## config.mk

```make
export PLATFORM = sky130hd
export DESIGN_NAME = sbmc_top
export DESIGN_NICKNAME = d
export VERILOG_FILES = /design/src/hw/sbmc_pkg.sv /design/src/hw/sbmc_top.sv /design/src/hw/sbmc_summary.sv
export VERILOG_INCLUDE_DIRS = /design/src /design/src/hw
export SDC_FILE = /design/constraint.sdc
export NUM_CORES = 2
export LEC_CHECK = 0
export BUFFER_PORTS_ARGS = -buffer_cell sky130_fd_sc_hd__buf_2
export CORE_UTILIZATION = 60
export CTS_CLUSTER_DIAMETER = 30
export DETAILED_ROUTE_END_ITERATION = 10
export PLACE_DENSITY = 0.76
export SLEW_MARGIN = 20
export SYNTH_ARGS = -nofsm -noshare
export SYNTH_HDL_FRONTEND = slang
export SYNTH_SLANG_ARGS = --single-unit
export TNS_END_PERCENT = 50
```

## constraint.sdc

```tcl
create_clock -name CLOCK -period 284.9 [get_ports CLOCK]
set_clock_uncertainty 0.15 [all_clocks]
set_input_delay 42.735 -clock CLOCK [delete_from_list [all_inputs] [get_ports CLOCK]]
set_output_delay 42.735 -clock CLOCK [all_outputs]
set_load 0.01 [all_outputs]
```

## src/hw/sbmc_consts.svh

```systemverilog
// Offsets, field positions, reset values and counts for the status and measure block
`ifndef SBMC_CONSTS_SVH
`define SBMC_CONSTS_SVH
`define SBMC_BIT_MEAS      0
`define SBMC_BIT_ERRQ      2
`define SBMC_BIT_QUES      3
`define SBMC_BIT_MAV       4
`define SBMC_BIT_ESB       5
`define SBMC_BIT_RQS       6
`define SBMC_BIT_OPER      7
`define SBMC_SRE_MASK      8'hBF
`define SBMC_SRE_RESET     8'h00
`define SBMC_AVG_RESET     7'h01
`define SBMC_TST_PASS      32'h00000000
`define SBMC_TST_FAIL      32'h00000001
`define SBMC_LINT_SIZE     7'h01
`endif

```

## src/hw/sbmc_pkg.sv

```systemverilog
// Types for the status byte and measure command block
package sbmc_pkg;
    typedef enum logic [3:0] {
        CMD_NONE, CMD_STB, CMD_TRG, CMD_TST, CMD_WAI, CMD_FETCH, CMD_FETCH_ARR,
        CMD_READ, CMD_READ_ARR, CMD_MEAS, CMD_MEAS_ARR, CMD_SRE, CMD_DCL
    } sbmc_cmd_t;
    typedef enum logic [2:0] {
        FN_VOLT, FN_CURR, FN_PCURR, FN_DVM, FN_LINT, FN_KEEP
    } sbmc_fn_t;
    typedef enum logic [1:0] {
        ST_IDLE, ST_ACQ, ST_RESP
    } sbmc_state_t;
    typedef struct packed {
        sbmc_cmd_t  cmd;
        sbmc_fn_t   fn;
        logic [7:0] arg;
    } sbmc_req_t;
    typedef struct packed {
        logic        meas_event;
        logic        err_nonempty;
        logic        ques_event;
        logic        std_event;
        logic        oper_event;
    } sbmc_evt_t;
    typedef struct packed {
        logic        valid;
        logic [31:0] data;
        logic        last;
    } sbmc_resp_t;
endpackage : sbmc_pkg

```

## src/hw/sbmc_top.sv

```systemverilog
// Status byte, common commands and measurement query interpreter
`timescale 1ns/1ns
`include "sbmc_consts.svh"

// What this block does
// - Status query returns whole summary byte
// - Reading status byte leaves it unchanged
// - Bit 0 shows measurement event
// - Bit 2 shows error queue nonempty
// - Bit 3 shows questionable event
// - Bit 4 shows response awaiting transfer
// - Bit 5 shows enabled standard event
// - Bit 6 is request service summary
// - Bit 7 shows enabled operation event
// - Trigger takes one averaged displayed reading
// - Self-test returns 0 pass, 1 fail
// - Fetch returns stored result, no measurement
// - Fetch leaves configuration unchanged
// - Read measures; array sized by average count
// - Long integration array size is one
// - Measure selects function then reads
// - Measure without function keeps current function
// - Service request when enabled bit set
// - Hold commands while acquiring, except device clear
module sbmc_top #(
    parameter int AVG_W = 7
) (
    input  wire logic                CLOCK,
    input  wire logic                RSTN,
    input  wire sbmc_pkg::sbmc_req_t REQ,
    input  wire logic                REQ_VALID,
    input  wire sbmc_pkg::sbmc_evt_t EVT,
    input  wire logic [AVG_W-1:0]    AVG_COUNT,
    input  wire logic                ROM_FAIL,
    input  wire logic                ADC_DONE,
    input  wire logic [31:0]         ADC_DATA,
    input  wire logic                TALK,
    output logic                     REQ_READY,
    output logic                     ADC_START,
    output logic                     DISP_STROBE,
    output sbmc_pkg::sbmc_fn_t       FUNC_SEL,
    output sbmc_pkg::sbmc_resp_t     RESP,
    output logic [7:0]               STATUS_BYTE,
    output logic                     SRQ
);
    // ----------------------------------------
    // State record
    // ----------------------------------------
    typedef struct packed {
        sbmc_pkg::sbmc_state_t st;
        sbmc_pkg::sbmc_fn_t    fn;
        logic [7:0]            sre;
        logic [AVG_W-1:0]      size;
        logic [AVG_W-1:0]      cnt;
        logic [31:0]           acc;
        logic [31:0]           last_avg;
        logic                  resp_arr;
        logic                  resp_tst;
        logic                  fetch;
        logic                  trg_only;
        logic [31:0]           qdata;
        logic                  mav;
        logic                  tst_code;
        logic [AVG_W-1:0]      ridx;
        logic                  start;
        logic                  disp;
        logic                  ready;
        sbmc_pkg::sbmc_resp_t  resp;
        logic [7:0]            stb;
        logic                  srq;
    } sbmc_state_rec_t;

    sbmc_state_rec_t  s_r;
    sbmc_state_rec_t  s_nxt;
    logic [31:0]      arr_r [0:(1<<AVG_W)-1];
    logic [7:0]       stb_comb;
    logic             talk_m;
    logic             talk_s;
    logic             is_bypass;
    logic [AVG_W-1:0] eff_size;
    sbmc_pkg::sbmc_fn_t new_fn;

    // ----------------------------------------
    // Talk synchroniser
    // ----------------------------------------
    always_ff @(posedge CLOCK)
    begin
        if (!RSTN)
        begin
            talk_m <= 1'b0;
            talk_s <= 1'b0;
        end
        else
        begin
            talk_m <= TALK;
            talk_s <= talk_m;
        end
    end

    // ----------------------------------------
    // Summary byte
    // ----------------------------------------
    sbmc_summary u_sum (
        .evt (EVT),
        .mav (s_r.mav),
        .sre (s_r.sre),
        .stb (stb_comb)
    );

    assign is_bypass = (REQ.cmd == sbmc_pkg::CMD_DCL) || (REQ.cmd == sbmc_pkg::CMD_TRG);
    // Size follows the function the request leaves selected
    always_comb
    begin
        if ((REQ.cmd == sbmc_pkg::CMD_MEAS || REQ.cmd == sbmc_pkg::CMD_MEAS_ARR)
            && REQ.fn != sbmc_pkg::FN_KEEP)
            new_fn = REQ.fn;
        else
            new_fn = s_r.fn;
        if (new_fn == sbmc_pkg::FN_LINT || AVG_COUNT == '0)
            eff_size = AVG_W'(`SBMC_LINT_SIZE);
        else
            eff_size = AVG_COUNT;
    end

    // ----------------------------------------
    // Next state
    // ----------------------------------------
    always_comb
    begin
        s_nxt       = s_r;
        s_nxt.start = 1'b0;
        s_nxt.disp  = 1'b0;
        s_nxt.resp  = '0;
        s_nxt.stb   = stb_comb;
        s_nxt.srq   = stb_comb[`SBMC_BIT_RQS];
        s_nxt.ready = (s_r.st == sbmc_pkg::ST_IDLE);
        case (s_r.st)
            sbmc_pkg::ST_IDLE:
            begin
                if (REQ_VALID && !s_r.mav)
                begin
                    case (REQ.cmd)
                        sbmc_pkg::CMD_SRE:
                            s_nxt.sre = REQ.arg & `SBMC_SRE_MASK;
                        sbmc_pkg::CMD_STB:
                        begin
                            s_nxt.qdata    = {24'h0, stb_comb};
                            s_nxt.resp_arr = 1'b0;
                            s_nxt.resp_tst = 1'b1;
                            s_nxt.mav      = 1'b1;
                        end
                        sbmc_pkg::CMD_TST:
                        begin
                            s_nxt.qdata    = ROM_FAIL ? `SBMC_TST_FAIL : `SBMC_TST_PASS;
                            s_nxt.resp_arr = 1'b0;
                            s_nxt.resp_tst = 1'b1;
                            s_nxt.mav      = 1'b1;
                        end
                        sbmc_pkg::CMD_WAI:
                            s_nxt = s_nxt;
                        sbmc_pkg::CMD_FETCH, sbmc_pkg::CMD_FETCH_ARR:
                        begin
                            s_nxt.resp_arr = (REQ.cmd == sbmc_pkg::CMD_FETCH_ARR);
                            s_nxt.resp_tst = 1'b0;
                            s_nxt.mav      = 1'b1;
                            s_nxt.ridx     = '0;
                        end
                        sbmc_pkg::CMD_TRG, sbmc_pkg::CMD_READ, sbmc_pkg::CMD_READ_ARR,
                        sbmc_pkg::CMD_MEAS, sbmc_pkg::CMD_MEAS_ARR:
                        begin
                            if ((REQ.cmd == sbmc_pkg::CMD_MEAS || REQ.cmd == sbmc_pkg::CMD_MEAS_ARR)
                                && REQ.fn != sbmc_pkg::FN_KEEP)
                                s_nxt.fn = REQ.fn;
                            s_nxt.size     = eff_size;
                            s_nxt.cnt      = '0;
                            s_nxt.acc      = '0;
                            s_nxt.trg_only = (REQ.cmd == sbmc_pkg::CMD_TRG);
                            s_nxt.resp_arr = (REQ.cmd == sbmc_pkg::CMD_READ_ARR)
                                          || (REQ.cmd == sbmc_pkg::CMD_MEAS_ARR);
                            s_nxt.start    = 1'b1;
                            s_nxt.ready    = 1'b0;
                            s_nxt.st       = sbmc_pkg::ST_ACQ;
                        end
                        default:
                            s_nxt = s_nxt;
                    endcase
                end
                else if (REQ_VALID && REQ.cmd == sbmc_pkg::CMD_DCL)
                    s_nxt.mav = 1'b0;
                else if (s_r.mav)
                    s_nxt.st = sbmc_pkg::ST_RESP;
            end
            sbmc_pkg::ST_ACQ:
            begin
                if (REQ_VALID && REQ.cmd == sbmc_pkg::CMD_DCL && is_bypass)
                begin
                    s_nxt.st  = sbmc_pkg::ST_IDLE;
                    s_nxt.mav = 1'b0;
                end
                else if (ADC_DONE)
                begin
                    s_nxt.acc = s_r.acc + ADC_DATA;
                    s_nxt.cnt = s_r.cnt + 1'b1;
                    if (s_r.cnt + 1'b1 == s_r.size)
                    begin
                        s_nxt.last_avg = (s_r.acc + ADC_DATA) / 32'(s_r.size);
                        s_nxt.disp     = 1'b1;
                        s_nxt.resp_tst = 1'b0;
                        s_nxt.ridx     = '0;
                        s_nxt.mav      = !s_r.trg_only;
                        s_nxt.st       = s_r.trg_only ? sbmc_pkg::ST_IDLE : sbmc_pkg::ST_RESP;
                    end
                    else
                        s_nxt.start = 1'b1;
                end
            end
            sbmc_pkg::ST_RESP:
            begin
                if (REQ_VALID && REQ.cmd == sbmc_pkg::CMD_DCL)
                begin
                    s_nxt.mav = 1'b0;
                    s_nxt.st  = sbmc_pkg::ST_IDLE;
                end
                else if (talk_s)
                begin
                    s_nxt.resp.valid = 1'b1;
                    if (s_r.resp_tst)
                        s_nxt.resp.data = s_r.qdata;
                    else if (s_r.resp_arr)
                        s_nxt.resp.data = arr_r[s_r.ridx];
                    else
                        s_nxt.resp.data = s_r.last_avg;
                    if (!s_r.resp_arr || s_r.resp_tst || s_r.ridx + 1'b1 == s_r.size)
                    begin
                        s_nxt.resp.last = 1'b1;
                        s_nxt.mav       = 1'b0;
                        s_nxt.st        = sbmc_pkg::ST_IDLE;
                    end
                    else
                        s_nxt.ridx = s_r.ridx + 1'b1;
                end
            end
            default:
                s_nxt.st = sbmc_pkg::ST_IDLE;
        endcase
    end

    // ----------------------------------------
    // Registers
    // ----------------------------------------
    always_ff @(posedge CLOCK)
    begin
        if (!RSTN)
        begin
            s_r      <= '0;
            s_r.st   <= sbmc_pkg::ST_IDLE;
            s_r.fn   <= sbmc_pkg::FN_VOLT;
            s_r.sre  <= `SBMC_SRE_RESET;
            s_r.size <= `SBMC_AVG_RESET;
        end
        else
            s_r <= s_nxt;
    end

    always_ff @(posedge CLOCK)
    begin
        if (s_r.st == sbmc_pkg::ST_ACQ && ADC_DONE)
            arr_r[s_r.cnt] <= ADC_DATA;
    end

    assign REQ_READY   = s_r.ready;
    assign ADC_START   = s_r.start;
    assign DISP_STROBE = s_r.disp;
    assign FUNC_SEL    = s_r.fn;
    assign RESP        = s_r.resp;
    assign STATUS_BYTE = s_r.stb;
    assign SRQ         = s_r.srq;
endmodule : sbmc_top

```

## src/hw/sbmc_summary.sv

```systemverilog
// Combinational status summary byte builder
`timescale 1ns/1ns
`include "sbmc_consts.svh"
module sbmc_summary (
    input  wire sbmc_pkg::sbmc_evt_t evt,
    input  wire logic                mav,
    input  wire logic [7:0]          sre,
    output logic [7:0]               stb
);
    logic [7:0] raw;
    always_comb
    begin
        raw                   = 8'h00;
        raw[`SBMC_BIT_MEAS]   = evt.meas_event;
        raw[`SBMC_BIT_ERRQ]   = evt.err_nonempty;
        raw[`SBMC_BIT_QUES]   = evt.ques_event;
        raw[`SBMC_BIT_MAV]    = mav;
        raw[`SBMC_BIT_ESB]    = evt.std_event;
        raw[`SBMC_BIT_OPER]   = evt.oper_event;
        stb                   = raw;
        stb[`SBMC_BIT_RQS]    = |(raw & sre & `SBMC_SRE_MASK);
    end
endmodule : sbmc_summary

```

======== Word level (Yosys, flattened, before mapping) ========
Memory sizes are Yosys's and may differ from the RTL's. A register that Yosys moved wholly into a read port is not among the register bits.
Index checks and enable logic that the tools add are counted.
cells by class
  add/sub/neg operators ................... 3
  div/mod/pow operators ................... 1
  equality and inequality tests ........... 36
  muxes and demuxes ....................... 64
  bitwise gates (word level) .............. 3
  reductions and logical operators ........ 36
operator list
  cell                                                             number
  71-bit 2-to-1 mux                                                2
  71-bit one-hot mux with 2 select lines                           1
  107-bit 2-to-1 mux                                               1
  32-bit 2-to-1 mux                                                3
  34-bit 2-to-1 mux                                                2
  34-bit one-hot mux with 2 select lines                           1
  32-bit one-hot mux with 2 select lines                           1
  7-bit 2-to-1 mux                                                 8
  53-bit 2-to-1 mux                                                1
  39-bit 2-to-1 mux                                                1
  32-bit adder                                                     1
  32-bit by 7-bit divider with 32-bit output                       1
  9-bit 2-to-1 mux                                                 3
  1-bit 2-to-1 mux                                                 21
  3-bit != test, second input constant                             7
  7-bit one-hot mux with 3 select lines                            1
  4-bit == test, second input constant                             5
  2-bit 2-to-1 mux                                                 10
  7-bit by 1-bit adder with 7-bit output, second input constant    2
  7-bit == test                                                    2
  7-bit AND reduction                                              2
  4-bit by 3-bit == test with 1-bit output, second input constant  3
  2-bit != test, second input constant                             6
  3-bit AND reduction                                              4
  31 further kinds                                                 54
storage, ports and cells
  register bits ........................... 181
  RAM bits ................................ 4096
  bits of input ports ..................... 65
  output and inout bits ................... 49
  word-level logic and storage cells ...... 168
  memories ................................ 1
memories
  name   depth  bits a word  rd ports  clocked after Yosys merged registers in  wr ports  RTL line        text
  arr_r  128    32           1         1                                        1         sbmc_top.sv:75  logic [31:0] arr_r [0:(1<<AVG_W)-1];

======== Logic depth before layout (Yosys ltp) ========
  depth after elaboration ................. 9
  gate-level depth with buffers ........... 451
  gate-level depth less buffers ........... 415

======== Cells and area by module ========
Synthesis repeated with hierarchy kept, for this count alone.
unflattened totals
  cell total of the unflattened synthesis .. 9709
  area total of the unflattened synthesis .. 182623.9 µm²
by module, submodules not included
  module        instances  cells each  area each (µm²)  sequential area each (µm²)
  sbmc_top      1          9697        182540.1         126261.1
  sbmc_summary  1          12          83.8             0.0

======== Least setup slack after synthesis ========
Ideal clock, no wire load.
  path kind ............................... input to register
  from .................................... input port ADC_DATA[9]
  to ...................................... register s_r[91] (netlist bit)
  library setup time ...................... 143 ps
  data arrival time ....................... 122116 ps
  data required time ...................... 284607 ps
  path slack .............................. 162491 ps
  stages .................................. 431
  path buffers ............................ 44
  cells stage by stage .................... ha_1 -> buf_2 -> nand2_1 -> nor3_1 -> nand3_1 -> o211ai_1 -> nand4b_1 -> and3_1 -> ha_1 -> and2_1 -> a31oi_1 -> a21oi_1 -> ha_1 -> or4_1 -> a311oi_1 -> nor2_1 -> ha_1 -> o211ai_1 -> [395 not listed] -> buf_4 -> nor2_1 -> a21oi_1 -> ha_1 -> a21o_1 -> a21oi_1 -> nor2b_1 -> o21ai_0 -> nand2b_1 -> a21oi_1 -> nor2b_1 -> nand2b_1 -> inv_1 -> o2111ai_1 -> nor3_1 -> o2111ai_1 -> o22ai_1 -> a41oi_1
between the ends
  cells in the longest elaborated chain, start to end .. 6
RTL lines
  item                                        RTL line         text
  start, declared                             sbmc_top.sv:36   input wire logic [31:0] ADC_DATA,
  32-bit adder                                sbmc_top.sv:206  s_nxt.last_avg = (s_r.acc + ADC_DATA) / 32'(s_r.size);
  32-bit by 7-bit divider with 32-bit output  sbmc_top.sv:206
  32-bit 2-to-1 mux                           sbmc_top.sv:204  if (s_r.cnt + 1'b1 == s_r.size)
  71-bit 2-to-1 mux                           sbmc_top.sv:200  else if (ADC_DONE)
  71-bit 2-to-1 mux                           sbmc_top.sv:195  if (REQ_VALID && REQ.cmd == sbmc_pkg::CMD_DCL && is_bypass)
  71-bit one-hot mux with 2 select lines      sbmc_top.sv:137  case (s_r.st)
  end signal, assigned                        sbmc_top.sv:262  s_r <= s_nxt;
  end, declared                               sbmc_top.sv:73   sbmc_state_rec_t s_r;
Every way passes these cells. The select of a mux whose other input is x is not followed.
A chain may end at the register's enable or synchronous reset.

======== Worst setup path after layout ========
  from .................................... input port ADC_DATA[8]
  to ...................................... register s_r[91] (netlist bit)
The elaborated chain is that of the path after synthesis.

==> impl_metrics.py <==
metrics = {
    "synthesis": {
        "synthSimpleGateAreaFrac_pct": 5.111,
        "netlist_area_um2": 184300,
        "synth.area.top_cells": "edfxtp_1 67%, mux4_2 16%, dfxtp_1 1.7%",
        "syn_area_per_cell_um2": 18.43,
        "synth_edf_count": 4096,
        "synth-seq-area-share_pct": 68.47,
        "synth_adder_area_share_pct": 1.671,
        "synth_mux_area_share_pct": 17.05,
        "synth_seq_cells": 4256,
        "synthCells": 10000,
        "yosysTopAreaCellShare_pct": 66.73,
        "ys.warnings.count": 0,
        "synth-xor-area-share_pct": 0.9612,
        "synth_top_family_by_area": "multiplexers",
        "synth_compound_area_share_pct": 5.332,
        "syn_nets": 10310,
        "ys.flop_type": "edfxtp_1",
        "synth_area_leader_cell": "edfxtp_1",
        "synth_cell_type_count": 154,
        "synthArstFlopShare_pct": 0,
    },
    "critical_path": {
        "r2r_start": "s_r[132]$_SDFFE_PN0P_",
        "reg2reg_depth": 390,
        "slowest_stage": "or4_1",
        "crit_path_end_kind": "flop",
        "cp_max_fo": 82,
        "cp_data_required_time_ps": 285500,
        "startpoint_type": "input port",
        "reg2reg_setup_slack_ps": 184840,
        "crit_type": "input port to flop",
        "endpoint": "s_r[91]$_SDFFE_PN0P_",
        "r2r_end": "s_r[91]$_SDFFE_PN0P_",
        "worst_path_most_repeated_cell": "o21a_1",
        "worst_path_largest_cell_delay_ps": 1010,
        "startpoint": "ADC_DATA[8]",
        "arrival_ps": 142840,
    },
    "placed_design": {
        "dp_hpwl_um": 304700,
        "numPortBuffers": 110,
        "routabilityCongestion": 0.9142,
        "place_ws_ps": 143710,
    },
    "route": {
        "drt_wl_total_um": 612700,
        "drtPass1Iterations": 10,
        "drt_iter0_markers": 19910,
        "drc_errors": 0,
        "vias_per_cell": 7.412,
        "routedWlPerCell_um": 40.22,
        "ant_nets": 0,
        "via_count": 112900,
    },
    "cells_and_area": {
        "seq_area_um2": 126200,
        "most-common-layout-cells": "4096 x edfxtp_1, 1344 x mux4_2, 671 x clkbuf_16, 455 x nor2_1, 383 x nand2_1",
        "areaGrowthSynthToFinish_pct": 16.20,
        "fillers": 16880,
        "nets": 10860,
        "final_common_cell": "edfxtp_1",
        "multiInputGateArea_um2": 56530,
        "utilization_pct": 70.03,
        "drive_gt1_share_pct": 28.73,
    },
    "timing": {
        "hold_violations": 0,
        "finalSetupViolCount": 0,
        "fin_ws_ps": 142660,
        "holdWs_ps": 298.4,
        "tightest_slew_ps": 1240,
        "rsz0062_at_grt": "no",
        "max_freq_mhz": 7.031,
        "finalCritPeriodShare_pct": 49.92,
        "setup-tns-final_ps": 0,
        "drv_slew": 0,
        "min_period_ps": 142240,
        "slew_headroom_pct": 17.09,
    },
    "clocking": {
        "htree_levels": 6,
        "clockBufferDepth": 4,
        "cts_setup_buffers": 0,
        "ctsResizeCount": 0,
        "cts-hold-fix-buffers": 0,
        "cts_tree": "yes",
        "numCtsBuffers": 664,
        "cts_root_buf": "clkbuf_16",
        "insertion_delay_ps": 1120,
        "clkSlewWorstSetupHoldPaths_ps": 40,
        "cts_sinks": 4256,
    },
    "floorplan": {
        "design.core.area_um2": 305800,
        "start_util_pct": 60.27,
        "die-area_um2": 309400,
        "io_pins": 114,
        "die_w_um": 556.2,
        "rows": 203,
        "dieHeight_um": 556.2,
    },
    "global_routing": {
        "grt_max_degree": 145,
        "grt-ovfl-total": 0,
        "grt_usage_pct": 39.79,
        "antenna_found_initial": 71,
        "grt_pass1_wl_um": 864500,
        "grt_pass1_vias": 113300,
    },
    "worst_hold_path": {
        "hold_path_class": "flop to flop",
    },
    "run_status": {
        "status": "finished clean",
    },
    "run": {
        "drv_cap": 0,
    },
}
[sequential cells by signal, indices dropped and copies added, names as in the netlist, named ones only]
signal,count
ADC_START,1
DISP_STROBE,1
FUNC_SEL,3
REQ_READY,1
RESP,34
STATUS_BYTE,7
arr_r,4096
s_r,104
talk_m,1
talk_s,1
[cell usage after synthesis, types with 51 or more instances]
library cell,instances
mux4_2,1344
buf_4,73
a21oi_1,291
dfxtp_1,160
o31ai_1,85
mux2i_1,71
xnor2_1,125
a31oi_1,55
nor3_1,186
nor2_1,583
a211oi_1,94
inv_1,73
nand2_1,385
nand4_1,51
buf_1,85
clkbuf_1,321
or3_1,54
xor2_1,71
nand3_1,140
nor2b_1,55
edfxtp_1,4096
ha_1,242
nand2b_1,59
o21ai_1,51
o21a_1,146
o21ai_0,166
and3_1,58
[through the flow]
stage | cell area (um^2) | cells
CTS | 214000 | 15210
global placement | 191000 | 13980
detailed placement | 191000 | 13980
finish | 214200 | 15240
global route | 214100 | 15220
floorplan | 184300 | 10000
[worst max-delay path, delay by kind of cell]
kind | cells | cell delay [ps]
buffers and inverters | 18 | 2780
AND/OR/NAND/NOR | 136 | 38770
adder cells (fa/ha/maj) | 33 | 10450
AO/OA/AOI/OAI | 201 | 46990
multiplexers | 3 | 850
[worst min path at each step]
stage | cells after the start | start | slack [ps] | endpoint
finish | 2 | s_r[120]$_SDFFE_PN0P_ | 300 | s_r[120]$_SDFFE_PN0P_
global route | 2 | s_r[127]$_SDFFE_PN0P_ | 330 | s_r[127]$_SDFFE_PN0P_
CTS | 2 | s_r[119]$_SDFFE_PN0P_ | 300 | s_r[119]$_SDFFE_PN0P_
detailed placement | 2 | s_r[119]$_SDFFE_PN0P_ | 290 | s_r[119]$_SDFFE_PN0P_
global placement | 2 | s_r[119]$_SDFFE_PN0P_ | 290 | s_r[119]$_SDFFE_PN0P_
floorplan | 1 | talk_m$_SDFF_PN0_ | 260 | talk_s$_SDFF_PN0_
[logic make-up (layout without fill, tap and decap cells)]
family,Yosys count,count (layout)
AOI/OAI and AO/OA,1388,1388
buffers and inverters,587,1699
xor gates and xnor gates,199,199
muxes,1454,1454
other,1,25
adders and majority gates,246,246
DFF,4256,4256
and+or+nand+nor,1869,1869
[final cells by class]
type,instances,share of cell area (%)
repair buffers,396,1.358
diodes,24,0.02804
clock buffers,739,7.992
flip-flops and latches,4256,58.94
inverters,77,0.1355
well taps,4100,2.395
multi-input cells,5157,26.39
clock inverters,487,2.758
[routing by layer]
layer / wire, um / track usage (%)
met3: 88100 / 12.13
met1: 198500 / 50.65
met5: 335 / 0
met2: 285900 / 61.73
met4: 39930 / 21.55
Power is not shown: default switching activity piles up to over one toggle a cycle in this logic, so the estimate is an artifact.
